$ cat config.mk
export PLATFORM = sky130hd
export DESIGN_NAME = sck_command_unit
export DESIGN_NICKNAME = d
export VERILOG_FILES = /design/src/rtl/sck_pkg.sv /design/src/rtl/sck_byte_sender.sv /design/src/rtl/sck_command_unit.sv
export SDC_FILE = /design/constraint.sdc
export NUM_CORES = 1
export LEC_CHECK = 0
export ABC_CLOCK_PERIOD_IN_PS = 16850
export BUFFER_PORTS_ARGS = -buffer_cell sky130_fd_sc_hd__buf_2
export CORE_ASPECT_RATIO = 0.8
export CORE_MARGIN = 8
export CORE_UTILIZATION = 40
export DETAILED_ROUTE_END_ITERATION = 6
export PLACE_DENSITY = 0.58
export SYNTH_ARGS = -nofsm -noshare
export SYNTH_HDL_FRONTEND = slang
export SYNTH_SLANG_ARGS = --single-unit
$ cat constraint.sdc
create_clock -name core_clk -period 16.85 [get_ports core_clk]
set_input_delay 2.5275 -clock core_clk [delete_from_list [all_inputs] [get_ports core_clk]]
set_output_delay 2.5275 -clock core_clk [all_outputs]
set_load 0.02 [all_outputs]
$ cat src/rtl/sck_pkg.sv
// Purpose: shared constants and types of the special command and key unit
// Assumes: bytes arrive still framed (header, size, escapes) from the serial receiver
// Notes: addresses are the full decoded register addresses
package sck_pkg;
	// ----------------------------------------------------------------
	// framing
	// ----------------------------------------------------------------
	localparam logic [7:0] HDR_BYTE = 8'hff;
	localparam logic [7:0] ESC_BYTE = 8'hfe;
	localparam logic [7:0] ESC_ADD = 8'h80;
	localparam logic [7:0] ANS_ACK = 8'h06;
	localparam logic [7:0] ANS_NAK = 8'h15;
	// ----------------------------------------------------------------
	// register addresses
	// ----------------------------------------------------------------
	localparam logic [7:0] ADDR_CMD = 8'hc7;
	localparam logic [7:0] ADDR_SEC = 8'hc9;
	localparam logic [7:0] ADDR_PST = 8'hca;
	// ----------------------------------------------------------------
	// operation codes and operands
	// ----------------------------------------------------------------
	localparam logic [7:0] OP_PAIR = 8'h10;
	localparam logic [7:0] OP_KEYW = 8'h11;
	localparam logic [7:0] OP_KEYZ = 8'h12;
	localparam logic [7:0] OP_KEYR = 8'h13;
	localparam logic [7:0] OP_DEFS = 8'h20;
	localparam logic [7:0] GUARD_A = 8'haa;
	localparam logic [7:0] GUARD_B = 8'hbb;
	localparam logic [7:0] SUB_HALT = 8'h00;
	localparam logic [7:0] SUB_GENKEY = 8'h01;
	localparam logic [7:0] SUB_JOIN = 8'h02;
	localparam logic [7:0] SEL_RT = 8'h01;
	localparam logic [7:0] SEL_NV = 8'h02;
	// ----------------------------------------------------------------
	// decoded byte positions and frame lengths
	// ----------------------------------------------------------------
	localparam logic [7:0] IDX_ADDR = 8'h00;
	localparam logic [7:0] IDX_OP = 8'h01;
	localparam logic [7:0] IDX_ARG = 8'h02;
	localparam logic [7:0] IDX_KEY0 = 8'h03;
	localparam logic [7:0] LEN_READ = 8'h01;
	localparam logic [7:0] LEN_KEYR = 8'h02;
	localparam logic [7:0] LEN_ARG = 8'h03;
	localparam logic [7:0] LEN_DEFS = 8'h04;
	localparam logic [7:0] LEN_KEYW = 8'h13;
	localparam int KEY_BYTES = 16;
	// ----------------------------------------------------------------
	// status values
	// ----------------------------------------------------------------
	localparam int SEC_RT_BIT = 1;
	localparam int SEC_NV_BIT = 2;
	localparam logic [7:0] PST_IDLE = 8'h00;
	localparam logic [7:0] PST_BUSY = 8'h01;
	localparam logic [7:0] PST_DONE = 8'h02;
	localparam logic [7:0] PST_HALTED = 8'h03;
	localparam logic [7:0] PST_FAILED = 8'h04;
	localparam logic KEY_RECEIVE_FLAG_DEFAULT = 1'b1;
	// ----------------------------------------------------------------
	// answers
	// ----------------------------------------------------------------
	localparam int MSG_BYTES = 23;
	localparam logic [7:0] CNT_ONE = 8'h01;
	localparam logic [7:0] CNT_READ = 8'h03;
	localparam logic [7:0] CNT_NOTICE = 8'h17;
	localparam logic [MSG_BYTES*8-1:0] NOTICE_MSG = "\r\nConfiguration Reset\r\n";
	// ----------------------------------------------------------------
	// types
	// ----------------------------------------------------------------
	typedef enum logic [6:0] {
		ST_HEAD = 7'b0000001,
		ST_SIZE = 7'b0000010,
		ST_BODY = 7'b0000100,
		ST_EXEC = 7'b0001000,
		ST_HALT = 7'b0010000,
		ST_TXW = 7'b0100000,
		ST_RSTW = 7'b1000000
	} sck_state_t;
	typedef struct packed {
		logic start;
		logic halt;
		logic genKey;
		logic asAdmin;
	} sck_join_req_t;
	typedef struct packed {
		logic active;
		logic finished;
		logic success;
	} sck_join_stat_t;
endpackage

$ cat src/rtl/sck_byte_sender.sv
// Purpose: sends a left-justified message byte by byte with valid/ready
// Assumes: start only while busy is low
// Notes: first byte is taken from the top of msg
module sck_byte_sender import sck_pkg::*; #(
	parameter int MAXB = MSG_BYTES
) (
	input wire logic core_clk,
	input wire logic clear,
	input wire logic start,
	input wire logic [7:0] count,
	input wire logic [MAXB*8-1:0] msg,
	output logic txValid,
	output logic [7:0] txByte,
	input wire logic txReady,
	output logic busy
);
	if (MAXB < MSG_BYTES) begin : g_chk
		$error("sender too small for the notice");
	end
	logic [MAXB*8-1:0] shift_r;
	logic [7:0] left_r;
	assign txByte = shift_r[MAXB*8-1 -: 8];
	always_ff @(posedge core_clk) begin
		if (clear) begin
			shift_r <= '0;
			left_r <= '0;
			txValid <= 1'b0;
			busy <= 1'b0;
		end else if (start && !busy) begin
			shift_r <= msg;
			left_r <= count;
			txValid <= (count != 8'h00);
			busy <= (count != 8'h00);
		end else if (txValid && txReady) begin
			shift_r <= {shift_r[MAXB*8-9:0], 8'h00};
			left_r <= left_r - 8'h01;
			txValid <= (left_r != CNT_ONE);
			busy <= (left_r != CNT_ONE);
		end
	end
endmodule

$ cat src/rtl/sck_command_unit.sv
// Purpose: special command register, key stores and security/pairing status
// Assumes: rx/tx bytes come from a serial engine on core_clk; pbPin is a pin
// Notes: rstn stands for power-up; factory defaults end in an internal reset
// Contract
// - command register is write only and triggers operations, stores nothing
// - codes 10,11,12,13; code 20 needs guard bytes aa bb
// - pairing subcommand 0 halts, 1 generates key, 2 starts pairing
// - subcommand 1 generates key, clears key receive flag, becomes admin
// - serially started pairing makes pushbutton ignored until it ends
// - during pairing all writes refused except halt
// - halt completes before its acknowledge is sent
// - key receive flag at start picks admin or node role
// - successful pairing copies changed persistent registers to volatile ones
// - key write carries select and sixteen key bytes, all stored
// - select 01 is runtime key store, 02 is persistent store
// - power-up loads runtime key from persistent key; runtime key volatile; rstn clears both key stores, the load only follows the internal reset
// - all-zero key means no key
// - key zeroize frame size 04, code 12, select; clears chosen store
// - key restore copies persistent key into runtime key
// - factory defaults restores every persistent register to default
// - after defaults send notice line then reset as on power-up
// - security state read answers ack, address, one value byte
// - security bit 1 runtime key present, bit 2 persistent key present
// - pairing state read returns current or last pairing state
// - refused write raises write refused flag
// - pairing start raises pairing started flag
module sck_command_unit import sck_pkg::*; (
	input wire logic core_clk,
	input wire logic rstn,
	input wire logic rxValid,
	input wire logic [7:0] rxByte,
	output logic rxReady,
	output logic txValid,
	output logic [7:0] txByte,
	input wire logic txReady,
	input wire logic pbPin,
	input wire sck_join_stat_t joinStat,
	output sck_join_req_t joinReq,
	output logic keyRecvFlag,
	output logic nvToVolCopy,
	output logic writeRefused,
	output logic pairingStarted,
	output logic factoryDefaults,
	output logic selfReset,
	output logic [KEY_BYTES*8-1:0] runtimeKey
);
	// ----------------------------------------------------------------
	// declarations
	// ----------------------------------------------------------------
	sck_state_t st_r;
	sck_state_t st_nxt;
	logic softRst_r;
	logic ctlRst;
	logic [7:0] size_r;
	logic [7:0] cnt_r;
	logic [7:0] decN_r;
	logic [7:0] addr_r;
	logic [7:0] op_r;
	logic [7:0] arg_r;
	logic [7:0] guard_r;
	logic escPend_r;
	logic isRead_r;
	logic [7:0] keyBuf [KEY_BYTES];
	logic [7:0] rtKey [KEY_BYTES];
	logic [7:0] nvKey [KEY_BYTES];
	logic rxFire;
	logic newEsc;
	logic readMark;
	logic decValid;
	logic [7:0] decByte;
	logic isCmd;
	logic readOurs;
	logic haltOp;
	logic opOk;
	logic refuse;
	logic doOp;
	logic defsOp;
	logic rtAny;
	logic nvAny;
	logic [7:0] secVal;
	logic [7:0] pstVal_r;
	logic serialJoin_r;
	logic pbMeta_r;
	logic pbSync_r;
	logic pbPrev_r;
	logic pbStart;
	logic serStart;
	logic haltDone;
	logic txStart_r;
	logic [7:0] txCnt_r;
	logic [MSG_BYTES*8-1:0] txMsg_r;
	logic txBusy;
	logic rxReady_r;
	// ----------------------------------------------------------------
	// helpers
	// ----------------------------------------------------------------
	function automatic logic selOk(input logic [7:0] sel);
		return (sel == SEL_RT) || (sel == SEL_NV);
	endfunction
	function automatic logic [MSG_BYTES*8-1:0] oneByte(input logic [7:0] b);
		return {b, {((MSG_BYTES - 1) * 8){1'b0}}};
	endfunction
	assign ctlRst = !rstn || softRst_r;
	assign rxReady = rxReady_r;
	assign rxFire = rxValid && rxReady_r;
	// ----------------------------------------------------------------
	// escape decoding
	// ----------------------------------------------------------------
	assign newEsc = (rxByte == ESC_BYTE) && !escPend_r;
	assign readMark = (rxByte == ESC_BYTE) && escPend_r && (decN_r == IDX_ADDR) && !isRead_r;
	assign decValid = rxFire && (st_r == ST_BODY) && !newEsc && !readMark;
	assign decByte = escPend_r ? 8'(rxByte + ESC_ADD) : rxByte;
	// ----------------------------------------------------------------
	// frame decode
	// ----------------------------------------------------------------
	assign isCmd = !isRead_r && (addr_r == ADDR_CMD) && (decN_r > IDX_OP);
	assign readOurs = (isRead_r || decN_r == LEN_READ) && ((addr_r == ADDR_SEC) || (addr_r == ADDR_PST));
	assign haltOp = isCmd && (op_r == OP_PAIR) && (arg_r == SUB_HALT) && (decN_r == LEN_ARG);
	assign defsOp = isCmd && (op_r == OP_DEFS);
	always_comb begin
		opOk = 1'b0;
		case (op_r)
			OP_PAIR: opOk = (decN_r == LEN_ARG) && (arg_r <= SUB_JOIN);
			OP_KEYW: opOk = (decN_r == LEN_KEYW) && selOk(arg_r);
			OP_KEYZ: opOk = (decN_r == LEN_ARG) && selOk(arg_r);
			OP_KEYR: opOk = (decN_r == LEN_KEYR);
			OP_DEFS: opOk = (decN_r == LEN_DEFS) && (arg_r == GUARD_A) && (guard_r == GUARD_B);
			default: opOk = 1'b0;
		endcase
	end
	// writes other than halt are refused while pairing runs
	assign refuse = !(isRead_r || decN_r == LEN_READ) && (addr_r == ADDR_CMD || joinStat.active)
		&& ((joinStat.active && !haltOp) || (isCmd && !opOk) || (addr_r == ADDR_CMD && !isCmd));
	assign doOp = (st_r == ST_EXEC) && isCmd && !refuse;
	// ----------------------------------------------------------------
	// state machine
	// ----------------------------------------------------------------
	always_comb begin
		st_nxt = st_r;
		unique case (st_r)
			ST_HEAD: st_nxt = ST_HEAD;
			ST_SIZE: begin
				if (rxFire) begin
					st_nxt = (rxByte == 8'h00) ? ST_HEAD : ST_BODY;
				end
			end
			ST_BODY: begin
				if (rxFire && (8'(cnt_r + 8'h01) == size_r)) begin
					st_nxt = ST_EXEC;
				end
			end
			ST_EXEC: begin
				if (refuse || readOurs) begin
					st_nxt = ST_TXW;
				end else if (haltOp) begin
					st_nxt = ST_HALT;
				end else if (defsOp) begin
					st_nxt = ST_RSTW;
				end else if (isCmd) begin
					st_nxt = ST_TXW;
				end else begin
					st_nxt = ST_HEAD;
				end
			end
			ST_HALT: begin
				if (!joinStat.active) begin
					st_nxt = ST_TXW;
				end
			end
			ST_TXW: begin
				if (!txBusy && !txStart_r) begin
					st_nxt = ST_HEAD;
				end
			end
			ST_RSTW: st_nxt = ST_RSTW;
		endcase
		if (rxFire && (rxByte == HDR_BYTE)) begin
			st_nxt = ST_SIZE;
		end
	end
	always_ff @(posedge core_clk) begin
		if (ctlRst) begin
			st_r <= ST_HEAD;
			rxReady_r <= 1'b0;
		end else begin
			st_r <= st_nxt;
			rxReady_r <= (st_nxt == ST_HEAD) || (st_nxt == ST_SIZE) || (st_nxt == ST_BODY);
		end
	end
	// internal reset once the notice has left
	always_ff @(posedge core_clk) begin
		if (!rstn || softRst_r) begin
			softRst_r <= 1'b0;
		end else begin
			softRst_r <= (st_r == ST_RSTW) && !txBusy && !txStart_r;
		end
	end
	// ----------------------------------------------------------------
	// frame capture
	// ----------------------------------------------------------------
	always_ff @(posedge core_clk) begin
		if (ctlRst) begin
			size_r <= '0;
			cnt_r <= '0;
			decN_r <= '0;
			addr_r <= '0;
			op_r <= '0;
			arg_r <= '0;
			guard_r <= '0;
			escPend_r <= 1'b0;
			isRead_r <= 1'b0;
		end else if (rxFire && (rxByte == HDR_BYTE)) begin
			cnt_r <= '0;
			decN_r <= '0;
			escPend_r <= 1'b0;
			isRead_r <= 1'b0;
		end else if (rxFire && (st_r == ST_SIZE)) begin
			size_r <= rxByte;
		end else if (rxFire && (st_r == ST_BODY)) begin
			cnt_r <= 8'(cnt_r + 8'h01);
			if (readMark) begin
				isRead_r <= 1'b1;
			end else if (newEsc) begin
				escPend_r <= 1'b1;
			end else begin
				escPend_r <= 1'b0;
				decN_r <= 8'(decN_r + 8'h01);
				if (decN_r == IDX_ADDR) begin
					addr_r <= decByte;
				end
				if (decN_r == IDX_OP) begin
					op_r <= decByte;
				end
				if (decN_r == IDX_ARG) begin
					arg_r <= decByte;
				end
				if (decN_r == IDX_KEY0) begin
					guard_r <= decByte;
				end
			end
		end
	end
	always_ff @(posedge core_clk) begin
		if (decValid && (decN_r >= IDX_KEY0) && (decN_r < LEN_KEYW)) begin
			keyBuf[4'(decN_r - IDX_KEY0)] <= decByte;
		end
	end
	// ----------------------------------------------------------------
	// key stores
	// ----------------------------------------------------------------
	always_ff @(posedge core_clk) begin
		if (!rstn) begin
			for (int i = 0; i < KEY_BYTES; i++) begin
				rtKey[i] <= '0;
				nvKey[i] <= '0;
			end
		end else if (softRst_r) begin
			for (int i = 0; i < KEY_BYTES; i++) begin
				rtKey[i] <= nvKey[i];
			end
		end else if (doOp) begin
			for (int i = 0; i < KEY_BYTES; i++) begin
				if (op_r == OP_KEYW && arg_r == SEL_RT) begin
					rtKey[i] <= keyBuf[i];
				end
				if (op_r == OP_KEYW && arg_r == SEL_NV) begin
					nvKey[i] <= keyBuf[i];
				end
				if (op_r == OP_KEYZ && arg_r == SEL_RT) begin
					rtKey[i] <= '0;
				end
				if (op_r == OP_KEYZ && arg_r == SEL_NV) begin
					nvKey[i] <= '0;
				end
				if (op_r == OP_KEYR) begin
					rtKey[i] <= nvKey[i];
				end
				if (op_r == OP_DEFS) begin
					nvKey[i] <= '0;
				end
			end
		end
	end
	always_comb begin
		rtAny = 1'b0;
		nvAny = 1'b0;
		for (int i = 0; i < KEY_BYTES; i++) begin
			rtAny = rtAny | (|rtKey[i]);
			nvAny = nvAny | (|nvKey[i]);
		end
		secVal = '0;
		secVal[SEC_RT_BIT] = rtAny;
		secVal[SEC_NV_BIT] = nvAny;
	end
	for (genvar g = 0; g < KEY_BYTES; g++) begin : g_key
		assign runtimeKey[(KEY_BYTES - 1 - g) * 8 +: 8] = rtKey[g];
	end
	// ----------------------------------------------------------------
	// pushbutton
	// ----------------------------------------------------------------
	always_ff @(posedge core_clk) begin
		if (ctlRst) begin
			pbMeta_r <= 1'b0;
			pbSync_r <= 1'b0;
			pbPrev_r <= 1'b0;
		end else begin
			pbMeta_r <= pbPin;
			pbSync_r <= pbMeta_r;
			pbPrev_r <= pbSync_r;
		end
	end
	assign pbStart = pbSync_r && !pbPrev_r && !serialJoin_r && !joinStat.active;
	assign serStart = doOp && (op_r == OP_PAIR) && (arg_r == SUB_JOIN);
	assign haltDone = (st_r == ST_HALT) && !joinStat.active;
	// ----------------------------------------------------------------
	// pairing control
	// ----------------------------------------------------------------
	always_ff @(posedge core_clk) begin
		if (ctlRst) begin
			joinReq <= '0;
			serialJoin_r <= 1'b0;
			pstVal_r <= PST_IDLE;
			nvToVolCopy <= 1'b0;
			pairingStarted <= 1'b0;
		end else begin
			joinReq.start <= serStart || pbStart;
			joinReq.halt <= (st_r == ST_EXEC) && haltOp;
			joinReq.genKey <= doOp && (op_r == OP_PAIR) && (arg_r == SUB_GENKEY);
			pairingStarted <= serStart || pbStart;
			nvToVolCopy <= joinStat.finished && joinStat.success;
			if (serStart || pbStart) begin
				joinReq.asAdmin <= !keyRecvFlag;
				pstVal_r <= PST_BUSY;
			end else if (joinStat.finished) begin
				pstVal_r <= joinStat.success ? PST_DONE : PST_FAILED;
			end else if (haltDone && (pstVal_r == PST_BUSY)) begin
				pstVal_r <= PST_HALTED;
			end
			if (serStart) begin
				serialJoin_r <= 1'b1;
			end else if (joinStat.finished || haltDone) begin
				serialJoin_r <= 1'b0;
			end
		end
	end
	// key receive flag is persistent: only power-up and defaults restore it
	always_ff @(posedge core_clk) begin
		if (!rstn) begin
			keyRecvFlag <= KEY_RECEIVE_FLAG_DEFAULT;
		end else if (doOp && (op_r == OP_PAIR) && (arg_r == SUB_GENKEY)) begin
			keyRecvFlag <= 1'b0;
		end else if (doOp && (op_r == OP_DEFS)) begin
			keyRecvFlag <= KEY_RECEIVE_FLAG_DEFAULT;
		end
	end
	// ----------------------------------------------------------------
	// event pulses
	// ----------------------------------------------------------------
	always_ff @(posedge core_clk) begin
		if (ctlRst) begin
			writeRefused <= 1'b0;
			factoryDefaults <= 1'b0;
			selfReset <= 1'b0;
		end else begin
			writeRefused <= (st_r == ST_EXEC) && refuse;
			factoryDefaults <= doOp && (op_r == OP_DEFS);
			selfReset <= (st_r == ST_RSTW) && !txBusy && !txStart_r;
		end
	end
	// ----------------------------------------------------------------
	// answers
	// ----------------------------------------------------------------
	always_ff @(posedge core_clk) begin
		if (ctlRst) begin
			txStart_r <= 1'b0;
			txCnt_r <= '0;
			txMsg_r <= '0;
		end else begin
			txStart_r <= 1'b0;
			if (st_r == ST_EXEC) begin
				if (refuse) begin
					txStart_r <= 1'b1;
					txCnt_r <= CNT_ONE;
					txMsg_r <= oneByte(ANS_NAK);
				end else if (readOurs) begin
					txStart_r <= 1'b1;
					txCnt_r <= CNT_READ;
					txMsg_r <= {ANS_ACK, addr_r, (addr_r == ADDR_SEC) ? secVal : pstVal_r,
						{((MSG_BYTES - 3) * 8){1'b0}}};
				end else if (defsOp) begin
					txStart_r <= 1'b1;
					txCnt_r <= CNT_NOTICE;
					txMsg_r <= NOTICE_MSG;
				end else if (isCmd && !haltOp) begin
					txStart_r <= 1'b1;
					txCnt_r <= CNT_ONE;
					txMsg_r <= oneByte(ANS_ACK);
				end
			end else if (haltDone) begin
				txStart_r <= 1'b1;
				txCnt_r <= CNT_ONE;
				txMsg_r <= oneByte(ANS_ACK);
			end
		end
	end
	sck_byte_sender #(
		.MAXB(MSG_BYTES)
	) u_sender (
		.core_clk(core_clk),
		.clear(ctlRst),
		.start(txStart_r),
		.count(txCnt_r),
		.msg(txMsg_r),
		.txValid(txValid),
		.txByte(txByte),
		.txReady(txReady),
		.busy(txBusy)
	);
endmodule

==> flow_results.xml <==
<?xml version="1.0" encoding="UTF-8"?>
<metrics>
  <group name="status">
    <metric name="outcome" unit="">finished, final reports clean</metric>
  </group>
  <group name="cells_and_area">
    <metric name="layout.cells.most_common_list" unit="">nand2_1, edfxtp_1, dfxtp_1, nor2_1, buf_2</metric>
    <metric name="final_layout_size_suffix_gt1_share" unit="%">13.17</metric>
    <metric name="mostFrequentLayoutCell" unit="">nand2_1</metric>
    <metric name="design_area" unit="mm²">0.02826</metric>
    <metric name="num-fill-cells" unit="">5630</metric>
    <metric name="num-nets-final" unit="">2336</metric>
    <metric name="antenna-diode-count" unit="">0</metric>
    <metric name="syn_to_final_growth" unit="%">13.76</metric>
    <metric name="post_layout_nonfiller_instances" unit="">3191</metric>
  </group>
  <group name="sta">
    <metric name="finalSetupTns" unit="ns">0</metric>
    <metric name="timing.final.crit_period" unit="ns">6.845</metric>
    <metric name="number_of_hold_slack_violations_in_the_final_timing_report" unit="">0</metric>
    <metric name="unrepaired_setup_endpoints_after_global_routing" unit="">no</metric>
    <metric name="max_clock_freq" unit="MHz">146.1</metric>
    <metric name="final-setup-viol-count" unit="">0</metric>
    <metric name="max-slew-margin-rel" unit="%">14.32</metric>
    <metric name="final.setup.worst_slack" unit="ns">10.01</metric>
    <metric name="max_slew.worst_pin.slew" unit="ns">1.285</metric>
    <metric name="final.period_utilization" unit="%">40.62</metric>
    <metric name="finalMaxSlewViolations" unit="">0</metric>
    <metric name="clock-skew-final" unit="ns">0.02500</metric>
  </group>
  <group name="power">
    <metric name="comb_power_share" unit="%">3.4</metric>
    <metric name="power_frac_clock" unit="%">42.7</metric>
    <metric name="internal-power" unit="µW">2446</metric>
    <metric name="powerDensity" unit="mW/mm²">111.1</metric>
    <metric name="power.static_leakage" unit="µW">0.01009</metric>
    <metric name="vdd.ir_drop.worst" unit="V">0.00009342</metric>
    <metric name="power.share.switching" unit="%">22.10</metric>
    <metric name="seqPwrFrac" unit="%">53.9</metric>
    <metric name="net_switching_power_of_the_design" unit="µW">693.9</metric>
  </group>
  <group name="critical_path">
    <metric name="type_of_origin_of_the_critical_path" unit="">primary input</metric>
    <metric name="worst-path-buf-inv" unit="">4</metric>
    <metric name="cp_data_required_time" unit="ns">17.08</metric>
    <metric name="max_stage_delay" unit="ns">0.89</metric>
    <metric name="critPathMaxFanout" unit="">78</metric>
    <metric name="crit_type" unit="">primary input to flip-flop</metric>
    <metric name="cpMostUsedCell" unit="">buf_4</metric>
    <metric name="crit_chain" unit="">buf_2 &gt; o21ai_0 &gt; and3b_1 &gt; or4_1 &gt; a21oi_4 &gt; buf_4 &gt; nand3b_1 &gt; buf_4 &gt; buf_4</metric>
    <metric name="critical-path-top-delay-family" unit="">simple AND/OR/NAND/NOR gates</metric>
    <metric name="slowest_stage" unit="">nand3b_1</metric>
    <metric name="cp.arrival" unit="ns">7.08</metric>
    <metric name="worst_setup_path_end_kind" unit="">flip-flop</metric>
  </group>
  <group name="die">
    <metric name="die_h" unit="µm">238.9</metric>
    <metric name="io_pins" unit="">164</metric>
    <metric name="floorplan.die.width" unit="µm">294.7</metric>
    <metric name="dieArea" unit="mm²">0.07040</metric>
    <metric name="core_area" unit="mm²">0.06132</metric>
    <metric name="floorplan.initialDensity" unit="%">40.52</metric>
    <metric name="row_count" unit="">81</metric>
  </group>
  <group name="route">
    <metric name="route.vias.total" unit="">17199</metric>
    <metric name="detailedRoute.firstPassIterationCount" unit="">5</metric>
    <metric name="postRouteAntennaNets" unit="">0</metric>
    <metric name="wl" unit="µm">63120</metric>
    <metric name="detail_route.vias_per_cell" unit="">5.390</metric>
    <metric name="average_wire_per_standard_cell" unit="µm">19.78</metric>
    <metric name="detail_route.drc_violations" unit="">0</metric>
    <metric name="drc_violation_total_after_the_first_tritonroute_iteration" unit="">1469</metric>
  </group>
  <group name="clock_tree">
    <metric name="hold_buffers" unit="">0</metric>
    <metric name="cts-root-to-sink-buffers" unit="">3</metric>
    <metric name="cts.repair.resized" unit="">0</metric>
    <metric name="cts_inserted_buffers" unit="">61</metric>
    <metric name="clkLatencyLatePin" unit="ns">0.63</metric>
    <metric name="clock_tree.htree_level_count" unit="">2</metric>
    <metric name="clock_pin_slew_of_the_registers_on_the_worst_case_setup_and_hold_paths" unit="ns">0.06</metric>
    <metric name="cts_post_setup_buffers_inserted" unit="">0</metric>
    <metric name="tritoncts" unit="">built</metric>
    <metric name="numClockSinks" unit="">630</metric>
    <metric name="clock_root_buffer_master" unit="">clkbuf_16</metric>
  </group>
  <group name="yosys">
    <metric name="post_synth_instance_area" unit="mm²">0.02485</metric>
    <metric name="ys_seq_area_share" unit="%">66.23</metric>
    <metric name="synth_enable_flop_cells" unit="">384</metric>
    <metric name="netlist-cell-type-count" unit="">70</metric>
    <metric name="async_reset_ff_share" unit="%">0</metric>
    <metric name="synthesized_nets" unit="">2240</metric>
    <metric name="postSynthRegisterBits" unit="">630</metric>
    <metric name="syn_area_per_cell" unit="µm²">11.22</metric>
    <metric name="synthesis.yosys.warnings" unit="">0</metric>
    <metric name="most_instantiated_flip_flop_cell_in_the_synthesis_netlist" unit="">edfxtp_1</metric>
    <metric name="synthesis.instances" unit="">2215</metric>
  </group>
  <group name="place">
    <metric name="post-dp-hpwl" unit="µm">39710</metric>
    <metric name="pre_cts_worst_setup_slack" unit="ns">9.398</metric>
    <metric name="finalWeightedCongestion" unit="">0.8308</metric>
    <metric name="place.detailed.instances" unit="">3078</metric>
    <metric name="placed_cell_area" unit="mm²">0.02630</metric>
    <metric name="port_buffers" unit="">163</metric>
  </group>
  <group name="global_routing">
    <metric name="antenna_violations_before_repair" unit="">1</metric>
    <metric name="grt_start_max_net_pins" unit="">98</metric>
    <metric name="global_routing_usage_summed_across_all_routing_layers" unit="%">17.31</metric>
    <metric name="gr-total-overflow" unit="">0</metric>
    <metric name="first_global_vias" unit="">16446</metric>
    <metric name="grt_first_pass_wirelength" unit="µm">97000</metric>
  </group>
  <group name="run">
    <metric name="max_cap_violations" unit="">0</metric>
  </group>
  <group name="min_path">
    <metric name="hp-class" unit="">flip-flop to flip-flop</metric>
  </group>
</metrics>
logic make-up (layout without fill, tap and decap cells):
| family | after synthesis | in the layout | share of synthesized area [%] |
|---|---|---|---|
| buffers and inverters | 161 | 307 | 2.684 |
| AOI/OAI and AO/OA | 370 | 370 | 9.900 |
| xor gates and xnor gates | 35 | 35 | 1.234 |
| and+or+nand+nor | 984 | 984 | 18.45 |
| DFF | 630 | 630 | 66.23 |
| adders and majority gates | 10 | 10 | 0.4935 |
| muxes | 25 | 25 | 1.007 |
power groups by stage:
| stage | combinational [µW] | clock, µW | sequential [µW] |
|---|---|---|---|
| 5_1_grt | 116 | 1430 | 1700 |
| 6_report | 108 | 1340 | 1690 |
| 4_1_cts | 110 | 1370 | 1690 |
| 3_5_place_dp | 110 | 0 | 1730 |
| 3_3_place_gp | 109 | 0 | 1720 |
| 2_1_floorplan | 38.2 | 0 | 1740 |
Yosys cell counts (3+ instances only):
library cell    n  area, µm²
nand2b_1        8      50.05
buf_1           6      22.52
nand3b_1        7      52.55
a22o_1         40      350.3
nor2b_1        10      62.56
a311oi_1       14      122.6
and3_1         13      81.33
a31oi_1        75      469.2
or2_2           5      31.28
a22oi_1        48      360.4
clkbuf_1      113      424.2
dfxtp_1       246       4925
o211ai_1        4      30.03
a31o_2          4      35.03
nand2_1       441       1655
xnor2_1        14      122.6
buf_4          10      75.07
nor3_1         22      110.1
nor2_1        208      780.8
xor2_1         21      183.9
o21ai_0        24      120.1
nand4_1        28      175.2
ha_1            9      112.6
nor3b_1         3      22.52
nor4b_1         3      26.28
and2_1         88      550.5
o21a_1          3      22.52
nand3_1        39      195.2
mux2i_1        25      250.2
a21o_1          8      60.06
or3_1           8      50.05
a32oi_1         6      52.55
buf_2          20      100.1
and4_1          3      26.28
a21oi_1       118      590.6
inv_1          12      45.04
edfxtp_1      384      11530
nor4_1         77      481.7
nand4b_1        4      35.03
or4_1           4      30.03
stage by stage:
step,total power (µW),util [%],hold slack [ns]
after floorplan,1780,-,0.4057
after global routing,3236,46.10,0.4471
after CTS,3171,46.10,0.4321
after global placement,1832,42.90,0.4155
final,3140,46.10,0.4237
after detailed placement,1835,42.90,0.4135
path summary, 6_finish.rpt:
path | from | end | slack, ns | cells after the start
worst min-delay path | pbMeta_r$_SDFF_PP0_ | pbSync_r$_SDFF_PP0_ | 0.42 | 1
worst max register to register | decN_r[0]$_SDFFE_PP0P_ | nvKey[0][12]$_SDFFCE_PP0P_ | 10.53 | 11
worst min register to register | pbMeta_r$_SDFF_PP0_ | pbSync_r$_SDFF_PP0_ | 0.42 | 1
worst max-delay path | joinStat[2] | nvKey[0][12]$_SDFFCE_PP0P_ | 10.01 | 9
cell type report:
class                      instances  area [µm²]  share of cell area (%)
sequential                       630       16460                   58.22
inverter                          12       45.04                  0.1594
clock buffer                      78        1683                   5.954
multi-input combinational       1424        7805                   27.61
tap                              830        1039                   3.674
clock inverter                    35       279.0                  0.9872
timing repair buffer             182       958.4                   3.391
sequential cells by signal, summed over array words and instances, names as in the netlist, 4 cells and up:
| register | cells |
|---|---|
| guard_r | 8 |
| arg_r | 8 |
| rtKey | 128 |
| keyBuf | 128 |
| joinReq | 4 |
| addr_r | 8 |
| cnt_r | 8 |
| op_r | 8 |
| nvKey | 128 |
| u_sender.left_r | 8 |
| txMsg_r | 15 |
| size_r | 8 |
| decN_r | 8 |
| st_r | 7 |
| u_sender.shift_r | 136 |
per-layer routing:
layer  wire (µm)  track usage [%]
met1       29840            25.62
met2       27640            26.20
met3        4325            2.895
met4        1309            4.472
met5           0                0
Power figures use the tool's default switching activity.
